### config.mk
export PLATFORM = sky130hd
export DESIGN_NAME = acp_top
export DESIGN_NICKNAME = d
export VERILOG_FILES = /design/src/hdl/acp_pkg.sv /design/src/hdl/acp_code_queue.sv /design/src/hdl/acp_top.sv
export SDC_FILE = /design/constraint.sdc
export NUM_CORES = 1
export LEC_CHECK = 0
export BUFFER_PORTS_ARGS = -buffer_cell sky130_fd_sc_hd__buf_2
export CAP_MARGIN = 20
export CORE_MARGIN = 2
export CORE_UTILIZATION = 30
export DETAILED_ROUTE_END_ITERATION = 8
export PLACE_DENSITY = 0.48
export SKIP_CTS_REPAIR_TIMING = 1
export SYNTH_ARGS = -nofsm -noshare
export SYNTH_HDL_FRONTEND = slang
export SYNTH_SLANG_ARGS = --single-unit
### constraint.sdc
create_clock -name sys_clk_in -period 4.2 [get_ports sys_clk_in]
set_input_delay 0.42 -clock sys_clk_in [delete_from_list [all_inputs] [get_ports sys_clk_in]]
set_output_delay 0.42 -clock sys_clk_in [all_outputs]
set_load 0.05 [all_outputs]
### src/hdl/acp_pkg.sv
`default_nettype none
package acp_pkg;

  // Register port geometry
  localparam int ADDR_W = 8;
  localparam int DATA_W = 16;
  localparam int CODE_W = 8;
  localparam int CNT_W  = 2;
  localparam int INT_W  = 6;
  localparam int UNIT_W = 11;

  // Register addresses
  localparam logic [ADDR_W-1:0] ADDR_ALARM_CODE = 8'hfd;
  localparam logic [ADDR_W-1:0] ADDR_MIN_CYC    = 8'h00;
  localparam logic [ADDR_W-1:0] ADDR_INT_STAT   = 8'h01;
  localparam logic [ADDR_W-1:0] ADDR_INT_MASK   = 8'h02;
  localparam logic [ADDR_W-1:0] ADDR_CONTROL    = 8'h03;
  localparam logic [ADDR_W-1:0] ADDR_LAST_SCAN  = 8'h04;

  // Alarm code word fields
  localparam int ALM_CODE_LSB = 0;
  localparam int ALM_WARN_BIT = 8;
  localparam int ALM_HALT_BIT = 9;
  localparam int ALM_CNT_LSB  = 10;

  // Interrupt status and mask bits
  localparam int INT_WARN    = 0;
  localparam int INT_SEVERE  = 1;
  localparam int INT_SYS     = 2;
  localparam int INT_OVERRUN = 3;
  localparam int INT_ERR     = 4;
  localparam int INT_DROP    = 5;

  localparam int CTRL_CLEAR_BIT = 0;

  // Values after reset
  localparam logic [DATA_W-1:0] MIN_CYC_RST = 16'h0000;
  localparam logic [INT_W-1:0]  MASK_RST    = 6'h00;
  localparam logic [CODE_W-1:0] NO_CODE     = 8'h00;

  // Pending code queue
  localparam logic [CNT_W-1:0] QUEUE_DEPTH = 2'h3;

  // Scan pacing: one setting unit is 100 us
  localparam int CLK_HZ      = 20_000_000;
  localparam int UNIT_US     = 100;
  localparam int UNIT_CYCLES = (CLK_HZ / 1_000_000) * UNIT_US;
  localparam logic [UNIT_W-1:0] UNIT_LAST = UNIT_W'(UNIT_CYCLES - 1);
  localparam logic [UNIT_W-1:0] UNITS_SAT = 11'h7ff;

  typedef enum logic [1:0] {
    ACP_KIND_FAL,
    ACP_KIND_FALS,
    ACP_KIND_SCAN
  } acp_kind_t;

  typedef struct packed {
    logic              valid;
    acp_kind_t         kind;
    logic [CODE_W-1:0] definer;
    logic [DATA_W-1:0] operand;
    logic              indirect;
    logic [DATA_W-1:0] pointer;
    logic              in_range;
  } acp_instr_t;

  typedef struct packed {
    logic              wr;
    logic              rd;
    logic [ADDR_W-1:0] addr;
    logic [DATA_W-1:0] wdata;
  } acp_bus_req_t;

endpackage
`default_nettype wire

### src/hdl/acp_code_queue.sv
`default_nettype none
module acp_code_queue
  import acp_pkg::*;
(
  input  wire logic              sys_clk_in,
  input  wire logic              rst_n_in,
  input  wire logic              push_in,
  input  wire logic [CODE_W-1:0] push_code_in,
  input  wire logic              pop_in,
  input  wire logic              flush_in,
  output logic      [CODE_W-1:0] head_out,
  output logic      [CNT_W-1:0]  count_out,
  output logic                   accept_out
);

  logic [CODE_W-1:0] slot_q [int'(QUEUE_DEPTH)];
  logic [CODE_W-1:0] slot_d [int'(QUEUE_DEPTH)];
  logic [CNT_W-1:0]  count_q;
  logic [CNT_W-1:0]  count_d;
  logic [CNT_W-1:0]  wr_idx;
  logic              eff_pop;
  logic              eff_push;

  // A pop on an empty queue is harmless and does nothing
  assign eff_pop  = pop_in && (count_q != 2'h0);
  // When full, the newest code is lost so the oldest stay visible
  assign eff_push = push_in && ((count_q != QUEUE_DEPTH) || eff_pop);
  assign wr_idx   = eff_pop ? count_q - 2'h1 : count_q;
  assign count_d  = flush_in ? 2'h0
                  : count_q + CNT_W'(eff_push) - CNT_W'(eff_pop);

  for (genvar i = 0; i < int'(QUEUE_DEPTH); i++)
  begin : g_slot
    logic [CODE_W-1:0] kept;
    if (i == int'(QUEUE_DEPTH) - 1)
    begin : g_last
      assign kept = eff_pop ? NO_CODE : slot_q[i];
    end
    else
    begin : g_mid
      assign kept = eff_pop ? slot_q[i+1] : slot_q[i];
    end
    assign slot_d[i] = flush_in ? NO_CODE
                     : (eff_push && wr_idx == CNT_W'(i)) ? push_code_in
                     : kept;
  end

  always_ff @(posedge sys_clk_in or negedge rst_n_in)
  begin
    if (!rst_n_in)
    begin
      slot_q  <= '{default: NO_CODE};
      count_q <= 2'h0;
    end
    else
    begin
      slot_q  <= slot_d;
      count_q <= count_d;
    end
  end

  assign head_out   = slot_q[0];
  assign count_out  = count_q;
  assign accept_out = eff_push;

endmodule
`default_nettype wire

### src/hdl/acp_top.sv
// Chosen here: the strobed register port.
`default_nettype none
module acp_top
  import acp_pkg::*;
(
  input  wire logic              sys_clk_in,
  input  wire logic              rst_n_in,
  input  wire acp_bus_req_t      bus_in,
  output logic      [DATA_W-1:0] bus_rdata_out,
  input  wire acp_instr_t        instr_in,
  input  wire logic              sys_err_valid_in,
  input  wire logic [CODE_W-1:0] sys_err_code_in,
  input  wire logic              scan_end_in,
  output logic                   scan_start_out,
  output logic                   warn_led_out,
  output logic                   alarm_led_out,
  output logic                   halt_out,
  output logic                   msg_clear_out,
  output logic                   error_flag_out,
  output logic                   irq_out
);

  typedef enum logic [1:0] {
    ACP_RUN,
    ACP_WAIT,
    ACP_STOP
  } acp_pace_t;

  function automatic logic is_bcd(input logic [DATA_W-1:0] w);
    logic ok;
    ok = 1'b1;
    for (int k = 0; k < 4; k++)
    begin
      ok = ok && (w[4*k +: 4] <= 4'h9);
    end
    return ok;
  endfunction

  // Only the three low digits count
  function automatic logic [UNIT_W-1:0] bcd3_to_bin(
    input logic [DATA_W-1:0] w);
    logic [UNIT_W-1:0] v;
    v = UNIT_W'(w[11:8]) * 11'h064
      + UNIT_W'(w[7:4]) * 11'h00a
      + UNIT_W'(w[3:0]);
    return v;
  endfunction

  logic              halt_q;
  logic              halt_d;
  logic              warn_q;
  logic              warn_d;
  logic              msg_clear_q;
  logic              error_flag_q;
  logic [DATA_W-1:0] min_cyc_q;
  logic [DATA_W-1:0] min_cyc_d;
  logic [INT_W-1:0]  stat_q;
  logic [INT_W-1:0]  stat_d;
  logic [INT_W-1:0]  mask_q;
  logic [INT_W-1:0]  events;
  logic [UNIT_W-1:0] pre_q;
  logic [UNIT_W-1:0] elapsed_q;
  logic [UNIT_W-1:0] last_scan_q;
  logic [DATA_W-1:0] rdata_q;
  logic [DATA_W-1:0] rdata_d;
  logic              scan_start_q;
  logic              scan_start_d;
  acp_pace_t         pace_q;
  acp_pace_t         pace_d;
  logic              overrun;

  // Instruction decode
  wire logic accepted  = instr_in.valid && !halt_q;
  wire logic fal_hit   = accepted && instr_in.kind == ACP_KIND_FAL;
  wire logic fals_hit  = accepted && instr_in.kind == ACP_KIND_FALS;
  wire logic scan_hit  = accepted && instr_in.kind == ACP_KIND_SCAN;
  wire logic def_zero  = instr_in.definer == NO_CODE;
  wire logic def_ok    = is_bcd({8'h00, instr_in.definer}) && !def_zero;
  wire logic fal_post  = fal_hit && def_ok;
  wire logic fals_post = fals_hit && def_ok;
  wire logic fal_reset = fal_hit && def_zero;
  wire logic def_bad   = (fal_hit && !def_ok && !def_zero)
                      || (fals_hit && !def_ok);
  wire logic scan_bad  = scan_hit && instr_in.indirect
                      && (!is_bcd(instr_in.pointer)
                          || !instr_in.in_range);
  wire logic scan_load = scan_hit && !scan_bad;

  // Register port decode
  wire logic wr_min   = bus_in.wr && bus_in.addr == ADDR_MIN_CYC;
  wire logic wr_stat  = bus_in.wr && bus_in.addr == ADDR_INT_STAT;
  wire logic wr_mask  = bus_in.wr && bus_in.addr == ADDR_INT_MASK;
  wire logic wr_ctrl  = bus_in.wr && bus_in.addr == ADDR_CONTROL;
  wire logic clear_rq = wr_ctrl && bus_in.wdata[CTRL_CLEAR_BIT];

  // Queue feed: internal errors win a shared cycle
  wire logic              user_post = fal_post || fals_post;
  wire logic              push      = sys_err_valid_in || user_post;
  wire logic [CODE_W-1:0] push_code = sys_err_valid_in ? sys_err_code_in
                                    : instr_in.definer;
  logic [CODE_W-1:0] head;
  logic [CNT_W-1:0]  q_count;
  logic              q_accept;

  acp_code_queue u_queue (
    .sys_clk_in   (sys_clk_in),
    .rst_n_in     (rst_n_in),
    .push_in      (push && !clear_rq),
    .push_code_in (push_code),
    .pop_in       (fal_reset),
    .flush_in     (clear_rq),
    .head_out     (head),
    .count_out    (q_count),
    .accept_out   (q_accept)
  );

  wire logic dropped = (push && !clear_rq && !q_accept)
                    || (sys_err_valid_in && user_post);
  wire logic queue_empties = fal_reset && q_count <= 2'h1 && !push;

  // Warning stays lit until the area is empty or cleared; a post wins
  assign warn_d = fal_post
               || (warn_q && !clear_rq && !queue_empties);
  // Only the console clear releases a halt
  assign halt_d = fals_post || (halt_q && !clear_rq);

  // Setting: instruction has priority over a same-cycle port write
  assign min_cyc_d = scan_load ? instr_in.operand
                   : (wr_min && is_bcd(bus_in.wdata)) ? bus_in.wdata
                   : min_cyc_q;
  wire logic [UNIT_W-1:0] set_units = bcd3_to_bin(min_cyc_q);
  wire logic              time_met  = elapsed_q >= set_units;

  // Scan pacing
  always_comb
  begin
    pace_d       = pace_q;
    scan_start_d = 1'b0;
    overrun      = 1'b0;
    case (pace_q)
      ACP_RUN:
      begin
        if (scan_end_in)
        begin
          if (halt_d)
          begin
            pace_d = ACP_STOP;
          end
          else if (time_met)
          begin
            scan_start_d = 1'b1;
            overrun      = elapsed_q > set_units;
          end
          else
          begin
            pace_d = ACP_WAIT;
          end
        end
      end
      ACP_WAIT:
      begin
        if (halt_d)
        begin
          pace_d = ACP_STOP;
        end
        else if (time_met)
        begin
          scan_start_d = 1'b1;
          pace_d       = ACP_RUN;
        end
      end
      ACP_STOP:
      begin
        if (!halt_d)
        begin
          scan_start_d = 1'b1;
          pace_d       = ACP_RUN;
        end
      end
      default:
      begin
        pace_d = ACP_STOP;
      end
    endcase
  end

  // Interrupt status: a new event beats a same-cycle clear
  assign events[INT_WARN]    = fal_post;
  assign events[INT_SEVERE]  = fals_post;
  assign events[INT_SYS]     = sys_err_valid_in;
  assign events[INT_OVERRUN] = overrun;
  assign events[INT_ERR]     = def_bad || scan_bad;
  assign events[INT_DROP]    = dropped;
  assign stat_d = (stat_q & ~(wr_stat ? bus_in.wdata[INT_W-1:0]
                                      : {INT_W{1'b0}})) | events;

  wire logic [DATA_W-1:0] alarm_word =
    DATA_W'({q_count, halt_q, warn_q, head});

  always_comb
  begin
    rdata_d = 16'h0000;
    if (bus_in.rd)
    begin
      case (bus_in.addr)
        ADDR_ALARM_CODE: rdata_d = alarm_word;
        ADDR_MIN_CYC:    rdata_d = min_cyc_q;
        ADDR_INT_STAT:   rdata_d = DATA_W'(stat_q);
        ADDR_INT_MASK:   rdata_d = DATA_W'(mask_q);
        ADDR_LAST_SCAN:  rdata_d = DATA_W'(last_scan_q);
        default:         rdata_d = 16'h0000;
      endcase
    end
  end

  always_ff @(posedge sys_clk_in or negedge rst_n_in)
  begin
    if (!rst_n_in)
    begin
      halt_q       <= 1'b0;
      warn_q       <= 1'b0;
      msg_clear_q  <= 1'b0;
      error_flag_q <= 1'b0;
      min_cyc_q    <= MIN_CYC_RST;
      stat_q       <= '0;
      mask_q       <= MASK_RST;
      rdata_q      <= 16'h0000;
      pace_q       <= ACP_STOP;
      scan_start_q <= 1'b0;
    end
    else
    begin
      halt_q       <= halt_d;
      warn_q       <= warn_d;
      msg_clear_q  <= fal_reset;
      min_cyc_q    <= min_cyc_d;
      stat_q       <= stat_d;
      mask_q       <= wr_mask ? bus_in.wdata[INT_W-1:0] : mask_q;
      rdata_q      <= rdata_d;
      pace_q       <= pace_d;
      scan_start_q <= scan_start_d;
      if (accepted)
      begin
        error_flag_q <= def_bad || scan_bad;
      end
    end
  end

  // Elapsed time since the last scan start, in setting units
  always_ff @(posedge sys_clk_in or negedge rst_n_in)
  begin
    if (!rst_n_in)
    begin
      pre_q       <= '0;
      elapsed_q   <= '0;
      last_scan_q <= '0;
    end
    else
    begin
      if (scan_start_d)
      begin
        pre_q     <= '0;
        elapsed_q <= '0;
      end
      else if (pre_q == UNIT_LAST)
      begin
        pre_q     <= '0;
        elapsed_q <= (elapsed_q == UNITS_SAT) ? elapsed_q
                                              : elapsed_q + 11'h001;
      end
      else
      begin
        pre_q <= pre_q + 11'h001;
      end
      if (scan_end_in && pace_q == ACP_RUN)
      begin
        last_scan_q <= elapsed_q;
      end
    end
  end

  assign bus_rdata_out  = rdata_q;
  assign scan_start_out = scan_start_q;
  assign warn_led_out   = warn_q;
  assign alarm_led_out  = halt_q;
  assign halt_out       = halt_q;
  assign msg_clear_out  = msg_clear_q;
  assign error_flag_out = error_flag_q;
  // Level output: stays high until software clears or masks the bits
  assign irq_out        = |(stat_q & mask_q);
endmodule
`default_nettype wire

# Word-level counts from Yosys, hierarchy flattened
# Index checks and enable logic that the tools add are counted.
dict set report totals {
  output_inout_bits 23
  elab_cells 174
  register_bits 110
  inputBits 83
}
dict set report classes {
  n_bitwise 4
  addsub 7
  n_mul 2
  n_reduce_logical 74
  magnitude_cmp 13
  n_eq_ne 19
  n_mux 38
}
# op count
set ops {}
lappend ops {{$mux 8} 10}
lappend ops {{$pmux 16 s5} 1}
lappend ops {{$mux 11} 5}
lappend ops {{$mux 16} 3}
lappend ops {{$logic_and 1x1->1} 41}
lappend ops {{$le 4x4->1 const B} 10}
lappend ops {{$add 11x1->11 const B} 2}
lappend ops {{$eq 11x11->1 const B} 2}
lappend ops {{$eq 8x2->1 const B} 2}
lappend ops {{$logic_not 8->1} 2}
lappend ops {{$mux 2} 8}
lappend ops {{$and 6x6->6} 2}
lappend ops {{$add 11x4->11} 1}
lappend ops {{$add 11x8->11} 1}
lappend ops {{$ge 11x11->1} 1}
lappend ops {{$gt 11x11->1} 1}
lappend ops {{$logic_not 1->1} 10}
lappend ops {{$logic_or 1x1->1} 9}
lappend ops {{$mul 4x5->9 const B} 1}
lappend ops {{$reduce_bool 3->1} 3}
lappend ops {{$eq 8x1->1 const B} 1}
lappend ops {{$eq 8x3->1 const B} 1}
lappend ops {{$eq 8x8->1 const B} 1}
lappend ops {{$mux 1} 8}
lappend ops {{other kinds (19)} 31}

# Longest topological paths before layout
# Gate-level depths: netlist (run 1).
dict set report depth {
  depth_word 12
  ltp_mapped 20
  depth_no_buf 18
}

# Hierarchy
# Synthesis (run 1) repeated with hierarchy kept, for this count alone.
dict set report unflattened {
  cells_unflattened 638
  hier_area_um2 6531.3
}
# mod n_inst cells_each area_per_inst_um2 seq_area_each_um2
set by_module_without_submodules {}
lappend by_module_without_submodules {acp_top 1 489 4987.3 2103.3}
lappend by_module_without_submodules {acp_code_queue 1 149 1544.0 650.6}

# Least setup slack after synthesis (run 1)
# No wires, ideal clock.
dict set report synth_path {
  path_type {reg2reg}
  startpoint {register min_cyc_q[5]}
  endpoint {register pre_q[4]}
  slack_ns -0.113
  path_stages_with_launch 20
  setup_ns 0.086
  n_path_buf 2
  arrival_ns 4.227
  path_cell_list {dfrtp_1 > ha_1 > ha_1 > fa_1 > ha_1 > ha_1 > o21ai_0 > nand2b_1 > a2111oi_0 > a211oi_1 > xnor2_1 > ha_1 > nand4_1 > nor3_1 > a2111oi_0 > nand2_1 > and3_1 > buf_4 > buf_6 > nor3_1}
}
dict set report synth_between {
  elab_chain_cells 9
}
# item line
set synth_rtl {}
lappend synth_rtl {{start: declaration} acp_top.sv:55} ;# logic [DATA_W-1:0] min_cyc_q;
lappend synth_rtl {{start signal: assignment} acp_top.sv:236} ;# min_cyc_q <= min_cyc_d;
lappend synth_rtl {{$mul 4x3->7 *} acp_top.sv:44} ;# + UNIT_W'(w[7:4]) * 11'h00a
lappend synth_rtl {{$add 11x8->11 *} acp_top.sv:44}
lappend synth_rtl {{$add 11x4->11 *} acp_top.sv:45} ;# + UNIT_W'(w[3:0]);
lappend synth_rtl {{$ge 11x11->1 *} acp_top.sv:132} ;# wire logic time_met = elapsed_q >= set_units;
lappend synth_rtl {{$mux 1 *} {acp_top.sv:149, acp_top.sv:166}}
lappend synth_rtl {{$mux 1 *} acp_top.sv:162} ;# if (halt_d)
lappend synth_rtl {{$mux 1} acp_top.sv:143} ;# if (scan_end_in)
lappend synth_rtl {{$pmux 1 s3 *} acp_top.sv:140} ;# case (pace_q)
lappend synth_rtl {{$mux 11 *} acp_top.sv:260} ;# if (scan_start_d)
lappend synth_rtl {{end signal: assignment} acp_top.sv:273} ;# pre_q <= pre_q + 11'h001;
lappend synth_rtl {{end: declaration} acp_top.sv:61} ;# logic [UNIT_W-1:0] pre_q;
# Mark *: on every way between the ends. The rest lies on a longest branch, timed or not.
# A chain may end at the register's enable or synchronous reset.

# Worst setup path in the final report (run 1)
dict set report layout_path {
  startpoint {register min_cyc_q[7]}
  endpoint {register pre_q[6]}
}
# Same word-level chain as after synthesis.

==> results.sh, run 1 <==
export IMPL_reg2reg_slack_ns=-0.009
export IMPL_nets=856
export IMPL_synth_most_common_cell="dfrtp_1"
export IMPL_hold_class="input port to flop"
export IMPL_diodes=0
export IMPL_gp_congestion=0.7770
export IMPL_grt_pass1_vias=4964
export IMPL_overflow=0
export IMPL_netlist_area_leader_share_pct=43.15
export IMPL_p_clk_share_pct=16.8
export IMPL_swShare_pct=39.95
export IMPL_grt_max_degree=77
export IMPL_clkTransAtPathRegs_ns=0.09
export IMPL_fin_area_mm2=0.007830
export IMPL_crit_end="pre_q[6]$_DFF_PN0_"
export IMPL_die_h_um=149.2
export IMPL_num_io_pins=106
export IMPL_dr_pass1_iters=5
export IMPL_min_period_ns=4.209
export IMPL_rsz0062_at_grt="true"
export IMPL_synth_area_mm2=0.006321
export IMPL_path_max_fanout=6
export IMPL_startpoint="min_cyc_q[7]$_DFFE_PN0P_"
export IMPL_viasPerCell=5.056
export IMPL_track_usage_pct=15.21
export IMPL_core_mm2=0.02082
export IMPL_syn_area_per_cell_um2=10.48
export IMPL_worstSetupEndpointType="flop"
export IMPL_syn_num_nets=734
export IMPL_synth_mux_area_share_pct=10.02
export IMPL_internal_power_mw=3.086
export IMPL_comb_power_share_pct=50.6
export IMPL_violations="setup timing"
export IMPL_leakage_nw=3.604
export IMPL_design_power_total_mw=5.139
export IMPL_timing_setup_tns_ns=-0.01619
export IMPL_antenna_found_initial=1
export IMPL_place_area_mm2=0.007307
export IMPL_drv_slew=0
export IMPL_dieArea_mm2=0.02225
export IMPL_dpl_hpwl_um=12600
export IMPL_wire_per_inst_um=17.01
export IMPL_synth_compound_area_share_pct=12.61
export IMPL_synth_enable_flop_cells=0
export IMPL_fin_ws_ns=-0.008932
export IMPL_initial_utilization_pct=30.36
export IMPL_slew_headroom_pct=34.23
export IMPL_fin_skew_ns=0.01552
export IMPL_grt_pass1_wl_um=26540
export IMPL_max_cap_violations=0
export IMPL_cts_tree="done"
export IMPL_ys_ff_latch=110
export IMPL_cp_arrival_ns=4.49
export IMPL_ant_nets=0
export IMPL_power_density_mw_per_mm2=656.4
export IMPL_cts_buffers_inserted=9
export IMPL_vdd_ir_drop_worst_mv=0.3043
export IMPL_worstMarginPinSlew_ns=0.9866
export IMPL_p_sw_mw=2.053
export IMPL_grtUsageMet2_pct=24.22
export IMPL_rr_endpoint="pre_q[6]$_DFF_PN0_"
export IMPL_synth_xor_area_share_pct=4.295
export IMPL_grt_most_used_layer="met2"
export IMPL_critPathRequiredTime_ns=4.48
export IMPL_drt_initial_drc_count=288
export IMPL_power_frac_seq_pct=32.6
export IMPL_syn_instance_count=603
export IMPL_yosysUniqueCellTypes=59
export IMPL_areaGrowthSynthToFinish_pct=23.87
export IMPL_ff2ff_path_depth=17
export IMPL_cts_sinks=110
export IMPL_r2r_start="min_cyc_q[7]$_DFFE_PN0P_"
export IMPL_totalWireLength_um=17100
export IMPL_drive_gt1_share_pct=30.82
export IMPL_synthSimpleGateAreaFrac_pct=15.58
export IMPL_synth_top_family_by_area="simple AND/OR/NAND/NOR gates"
export IMPL_fp_row_count=53
export IMPL_root_buffer="clkbuf_16"
export IMPL_yosys_warnings=0
export IMPL_synth_top_cell_by_area="dfrtp_1"
export IMPL_portBuffers=101
export IMPL_placed_cells=983
export IMPL_synth_common_cells="dfrtp_1, nor2_1, ha_1"
export IMPL_fp_dieW_um=149.2
export IMPL_htree_levels=3
export IMPL_setup_violations_final=2
export IMPL_layout_cells_non_filler=1005
export IMPL_place_ws_ns=-0.2217
export IMPL_fmax_ghz=0.2376
export IMPL_fin_crit_sh_pct=100.2
export IMPL_synthAdderAreaFrac_pct=10.25
export IMPL_clock_path_buffers=2
export IMPL_hold_violations=0
export IMPL_vias=5081
export IMPL_clk_latency_ns=0.36
export IMPL_drc=0
export IMPL_async_flop_share_pct=100.0
export IMPL_grt_use_met3_pct=2.844
export IMPL_ys_flop_type="dfrtp_1"
export IMPL_synth_area_leaders="dfrtp_1, ha_1, mux2_2, mux2i_1, nor2_1"
export IMPL_crit_type="flop to flop"
export IMPL_status="complete, but fails checks"
export IMPL_gr_usage_met1_pct=21.47
export IMPL_yosysSeqAreaShare_pct=43.57
export IMPL_crit_path_start_kind="flop"
-- worst min path at each step --
| stage | cells past startpoint | startpoint | end | slack [ns] |
|---|---|---|---|---|
| 3_3_place_gp | 1 | pre_q[0]$_DFF_PN0_ | pre_q[0]$_DFF_PN0_ | 0.45 |
| 4_1_cts | 1 | rst_n_in | pre_q[5]$_DFF_PN0_ | 0.25 |
| 3_5_place_dp | 1 | pre_q[0]$_DFF_PN0_ | pre_q[0]$_DFF_PN0_ | 0.46 |
| 2_1_floorplan | 0 | rst_n_in | alarm_led_out$_DFF_PN0_ | 0.12 |
| 5_1_grt | 3 | instr_in[30] | min_cyc_q[12]$_DFFE_PN0P_ | 0.31 |
| 6_report | 3 | instr_in[31] | min_cyc_q[13]$_DFFE_PN0P_ | 0.31 |
-- cell usage in the layout, fill, tap and decap left out, types with 16 or more instances in the layout --
| cell type | instances |
|---|---|
| a21oi_1 | 33 |
| buf_2 | 100 |
| buf_4 | 33 |
| nand2_1 | 20 |
| ha_1 | 39 |
| dfrtp_1 | 109 |
| nand3_1 | 27 |
| and3_1 | 16 |
| mux2i_1 | 25 |
| nor2_1 | 47 |
| inv_1 | 23 |
| nand4_1 | 16 |
| o21ai_0 | 30 |
| mux2_2 | 34 |
| xor2_1 | 16 |
-- routing by layer --
metal | part of all wire [%] | vias up
li1 | - | 2451
met3 | 4.8 | 15
met5 | 0.041 | -
met4 | 1.2 | 2
met2 | 47 | 118
met1 | 47 | 2495
-- cells by family (layout without fill, tap and decap cells) --
family / after synthesis / in the layout
compound gates: 124 / 124
xor+xnor: 31 / 31
fa+ha+maj: 49 / 49
buf+inv: 50 / 174
flops: 110 / 110
mux: 59 / 59
simple gates: 180 / 183
-- sequential cells by signal, summed over array words and instances, names as in the netlist, 6 cells and up --
| name | count |
|---|---|
| bus_rdata_out | 16 |
| elapsed_q | 11 |
| last_scan_q | 11 |
| mask_q | 6 |
| min_cyc_q | 16 |
| pre_q | 11 |
| stat_q | 6 |
| u_queue.head_out | 8 |
| u_queue.slot_q | 16 |
-- cell type report --
type / instances / area, um2
clock inverters: 7 / 85.08
clock buffers: 9 / 225.2
repair buffers: 135 / 785.8
fillers: 2089 / 12990
flip-flops and latches: 110 / 2754
well taps: 275 / 344.1
inverters: 23 / 86.33
multi-input cells: 446 / 3550
-- stage by stage --
step / utilization [%] / hold WS [ns]
after global routing: 37.60 / 0.3089
after CTS: 36.58 / 0.2543
after detailed placement: 35.09 / 0.4610
after floorplan: - / 0.1244
final: 37.60 / 0.3054
after global placement: 35.06 / 0.4485
-- worst max-delay path, stage by stage, from the launching register on --
cell and delay, ns:
dfrtp_1 0.39, ha_1 0.29, ha_2 0.19, fa_1 0.59, ha_4 0.22, ha_4 0.22, o21ai_2 0.05, nand2b_1 0.13
a2111oi_4 0.33, a211oi_2 0.07, xnor2_1 0.26, ha_1 0.29, nand4_1 0.11, nor3_2 0.07, a2111oi_2 0.32, nand2_2 0.17
and3_4 0.26, nor3_4 0.17
-- power groups by stage --
stage	sequential, mW	clock, mW	combinational, mW
2_1_floorplan	1.62	0	1.62
3_3_place_gp	1.69	0	2.25
3_5_place_dp	1.69	0	2.32
4_1_cts	1.68	0.895	2.35
5_1_grt	1.72	0.943	2.92
6_report	1.67	0.866	2.60
Power figures use the tool's default switching activity.
==> inputs of run 2 (changes only) <==
RECOVER_POWER = 50   (was default)
==> run 2 against run 1 <==
The run ends with capacitance limit, slew limit, setup timing left. Global-route usage stayed put. Clock power about the same. Final area is 0.93% lower. First-iteration DRC count up 1.7%. Utilization shrank 0.35 points. Fmax down 0.16%. Combinational power is essentially flat. Via count is 0.16% higher. Hold slack worse by 0.0015 ns. Routed wire length increased by 0.42%. Critical endpoint is now pre_q[3]$_DFF_PN0_.
==> results.sh, run 2 (synthesized netlist as in run 1, its figures left out) <==
export IMPL_fin_util_pct=37.26
export IMPL_drt_initial_drc_count=293
export IMPL_hold_class="input port to flop"
export IMPL_cts_buffers_inserted=9
export IMPL_clk_latency_ns=0.36
export IMPL_swShare_pct=40.05
export IMPL_fp_dieW_um=149.2
export IMPL_antenna_found_initial=1
export IMPL_gp_congestion=0.7770
export IMPL_nets=856
export IMPL_viasPerCell=5.064
export IMPL_drc=0
export IMPL_ant_nets=0
export IMPL_worstSetupEndpointType="flop"
export IMPL_min_period_ns=4.216
export IMPL_fmax_ghz=0.2372
export IMPL_cts_tree="done"
export IMPL_drive_gt1_share_pct=27.67
export IMPL_cp_arrival_ns=4.49
export IMPL_clock_path_buffers=2
export IMPL_leakage_nw=3.501
export IMPL_p_sw_mw=2.056
export IMPL_design_power_total_mw=5.133
export IMPL_status="complete, but fails checks"
export IMPL_initial_utilization_pct=30.36
export IMPL_violations="capacitance limit, slew limit, setup timing"
export IMPL_critPathRequiredTime_ns=4.48
export IMPL_portBuffers=101
export IMPL_dieArea_mm2=0.02225
export IMPL_fin_crit_sh_pct=100.4
export IMPL_hold_violations=0
export IMPL_grt_pass1_vias=4964
export IMPL_power_frac_seq_pct=32.6
export IMPL_wire_per_inst_um=17.08
export IMPL_power_density_mw_per_mm2=661.7
export IMPL_vdd_ir_drop_worst_mv=0.3043
export IMPL_dpl_hpwl_um=12600
export IMPL_cts_sinks=110
export IMPL_areaGrowthSynthToFinish_pct=22.72
export IMPL_final_cell_mix="dfrtp_1, buf_2, nor2_1, ha_1, mux2_2"
export IMPL_fillers=2105
export IMPL_num_io_pins=106
export IMPL_die_h_um=149.2
export IMPL_drv_slew=72
export IMPL_core_mm2=0.02082
export IMPL_clkTransAtPathRegs_ns=0.09
export IMPL_totalWireLength_um=17170
export IMPL_multiInputGateArea_mm2=0.003535
export IMPL_fin_skew_ns=0.01597
export IMPL_grt_max_degree=77
export IMPL_comb_power_share_pct=50.5
export IMPL_rsz0062_at_grt="true"
export IMPL_diodes=0
export IMPL_crit_type="flop to flop"
export IMPL_final_common_cell="dfrtp_1"
export IMPL_grt_pass1_wl_um=26540
export IMPL_setup_violations_final=3
export IMPL_max_cap_violations=1
export IMPL_seqCellArea_mm2=0.002754
export IMPL_vias=5089
export IMPL_htree_levels=3
export IMPL_internal_power_mw=3.077
export IMPL_crit_path_start_kind="flop"
export IMPL_root_buffer="clkbuf_16"
export IMPL_worstMarginPinSlew_ns=1.816
export IMPL_p_clk_share_pct=16.9
export IMPL_fp_row_count=53
export IMPL_track_usage_pct=15.21
export IMPL_overflow=0
export IMPL_slew_headroom_pct=-21.07
export IMPL_dr_pass1_iters=7
export IMPL_fin_ws_ns=-0.01588
export IMPL_path_max_fanout=6
==> run 2: changes by cell type in the layout (fill, tap and decap cells not counted) <==
cell / previous run / this run
nor4_4: 2 / 1
buf_4: 33 / 30
buf_16: 1 / 0
clkbuf_1: 0 / 22
nor4_1: 2 / 3
buf_2: 100 / 80
clkbuf_2: 0 / 2
==> run 2: routing by layer <==
metal	up-vias	global-route usage, %	part of all wire [%]	wire (um)
li1	2448	-	-	-
met1	2514	21.47	48	8163
met2	111	24.22	46	7964
met3	14	2.844	4.8	831
met4	2	3.571	1.2	202
met5	-	0	0.041	7
==> run 2: layout make-up <==
| cell class | count | area share, % |
|---|---|---|
| Clock buffer | 9 | 2.903 |
| Clock inverter | 7 | 1.097 |
| Inverter | 23 | 1.113 |
| Multi-Input combinational cell | 446 | 45.56 |
| Sequential cell | 110 | 35.50 |
| Tap cell | 275 | 4.435 |
| Timing Repair Buffer | 135 | 9.387 |
==> run 2: worst max-delay path: stages, from the launching register on <==
cell and delay, ns:
dfrtp_1 0.39, ha_1 0.29, ha_2 0.19, fa_1 0.59
ha_4 0.22, ha_4 0.22, o21ai_2 0.05, nand2b_1 0.13
a2111oi_4 0.33, a211oi_2 0.07, xnor2_1 0.26, ha_1 0.29
nand4_1 0.11, nor3_2 0.07, a2111oi_2 0.32, nand2_2 0.17
and3_4 0.26, nor3_2 0.17
==> run 2: power groups by stage <==
stage	clock [mW]	sequential (mW)	combinational [mW]
detailed placement	0	1.69	2.32
global route	0.943	1.72	2.91
floorplan	0	1.62	1.62
global placement	0	1.69	2.25
finish	0.867	1.67	2.59
CTS	0.895	1.68	2.35
==> run 2: through the flow <==
step	TNS, ns	hold WS, ns	instance area (um2)	worst slack, ns	instances
after floorplan	0	0.1244	6356	0.004887	603
after global placement	-1.770	0.4485	7300	-0.1480	982
after detailed placement	-3.044	0.4610	7307	-0.2217	983
after CTS	-4.052	0.2543	7617	-0.2661	999
after global routing	-2.388	0.3089	7757	-0.1917	1005
final	-0.03617	0.3040	7757	-0.01588	1005
==> run 2: path summary, 6_finish.rpt <==
check,startpoint,end,slack (ns),cells past startpoint
max reg2reg,min_cyc_q[7]$_DFFE_PN0P_,pre_q[3]$_DFF_PN0_,-0.02,17
min in group asynchronous,rst_n_in,pre_q[6]$_DFF_PN0_,0.48,2
min,instr_in[31],min_cyc_q[13]$_DFFE_PN0P_,0.30,3
min reg2reg,pre_q[0]$_DFF_PN0_,pre_q[0]$_DFF_PN0_,0.48,1
max,min_cyc_q[7]$_DFFE_PN0P_,pre_q[3]$_DFF_PN0_,-0.02,17
max in group asynchronous,rst_n_in,bus_rdata_out[7]$_DFF_PN0_,1.00,4
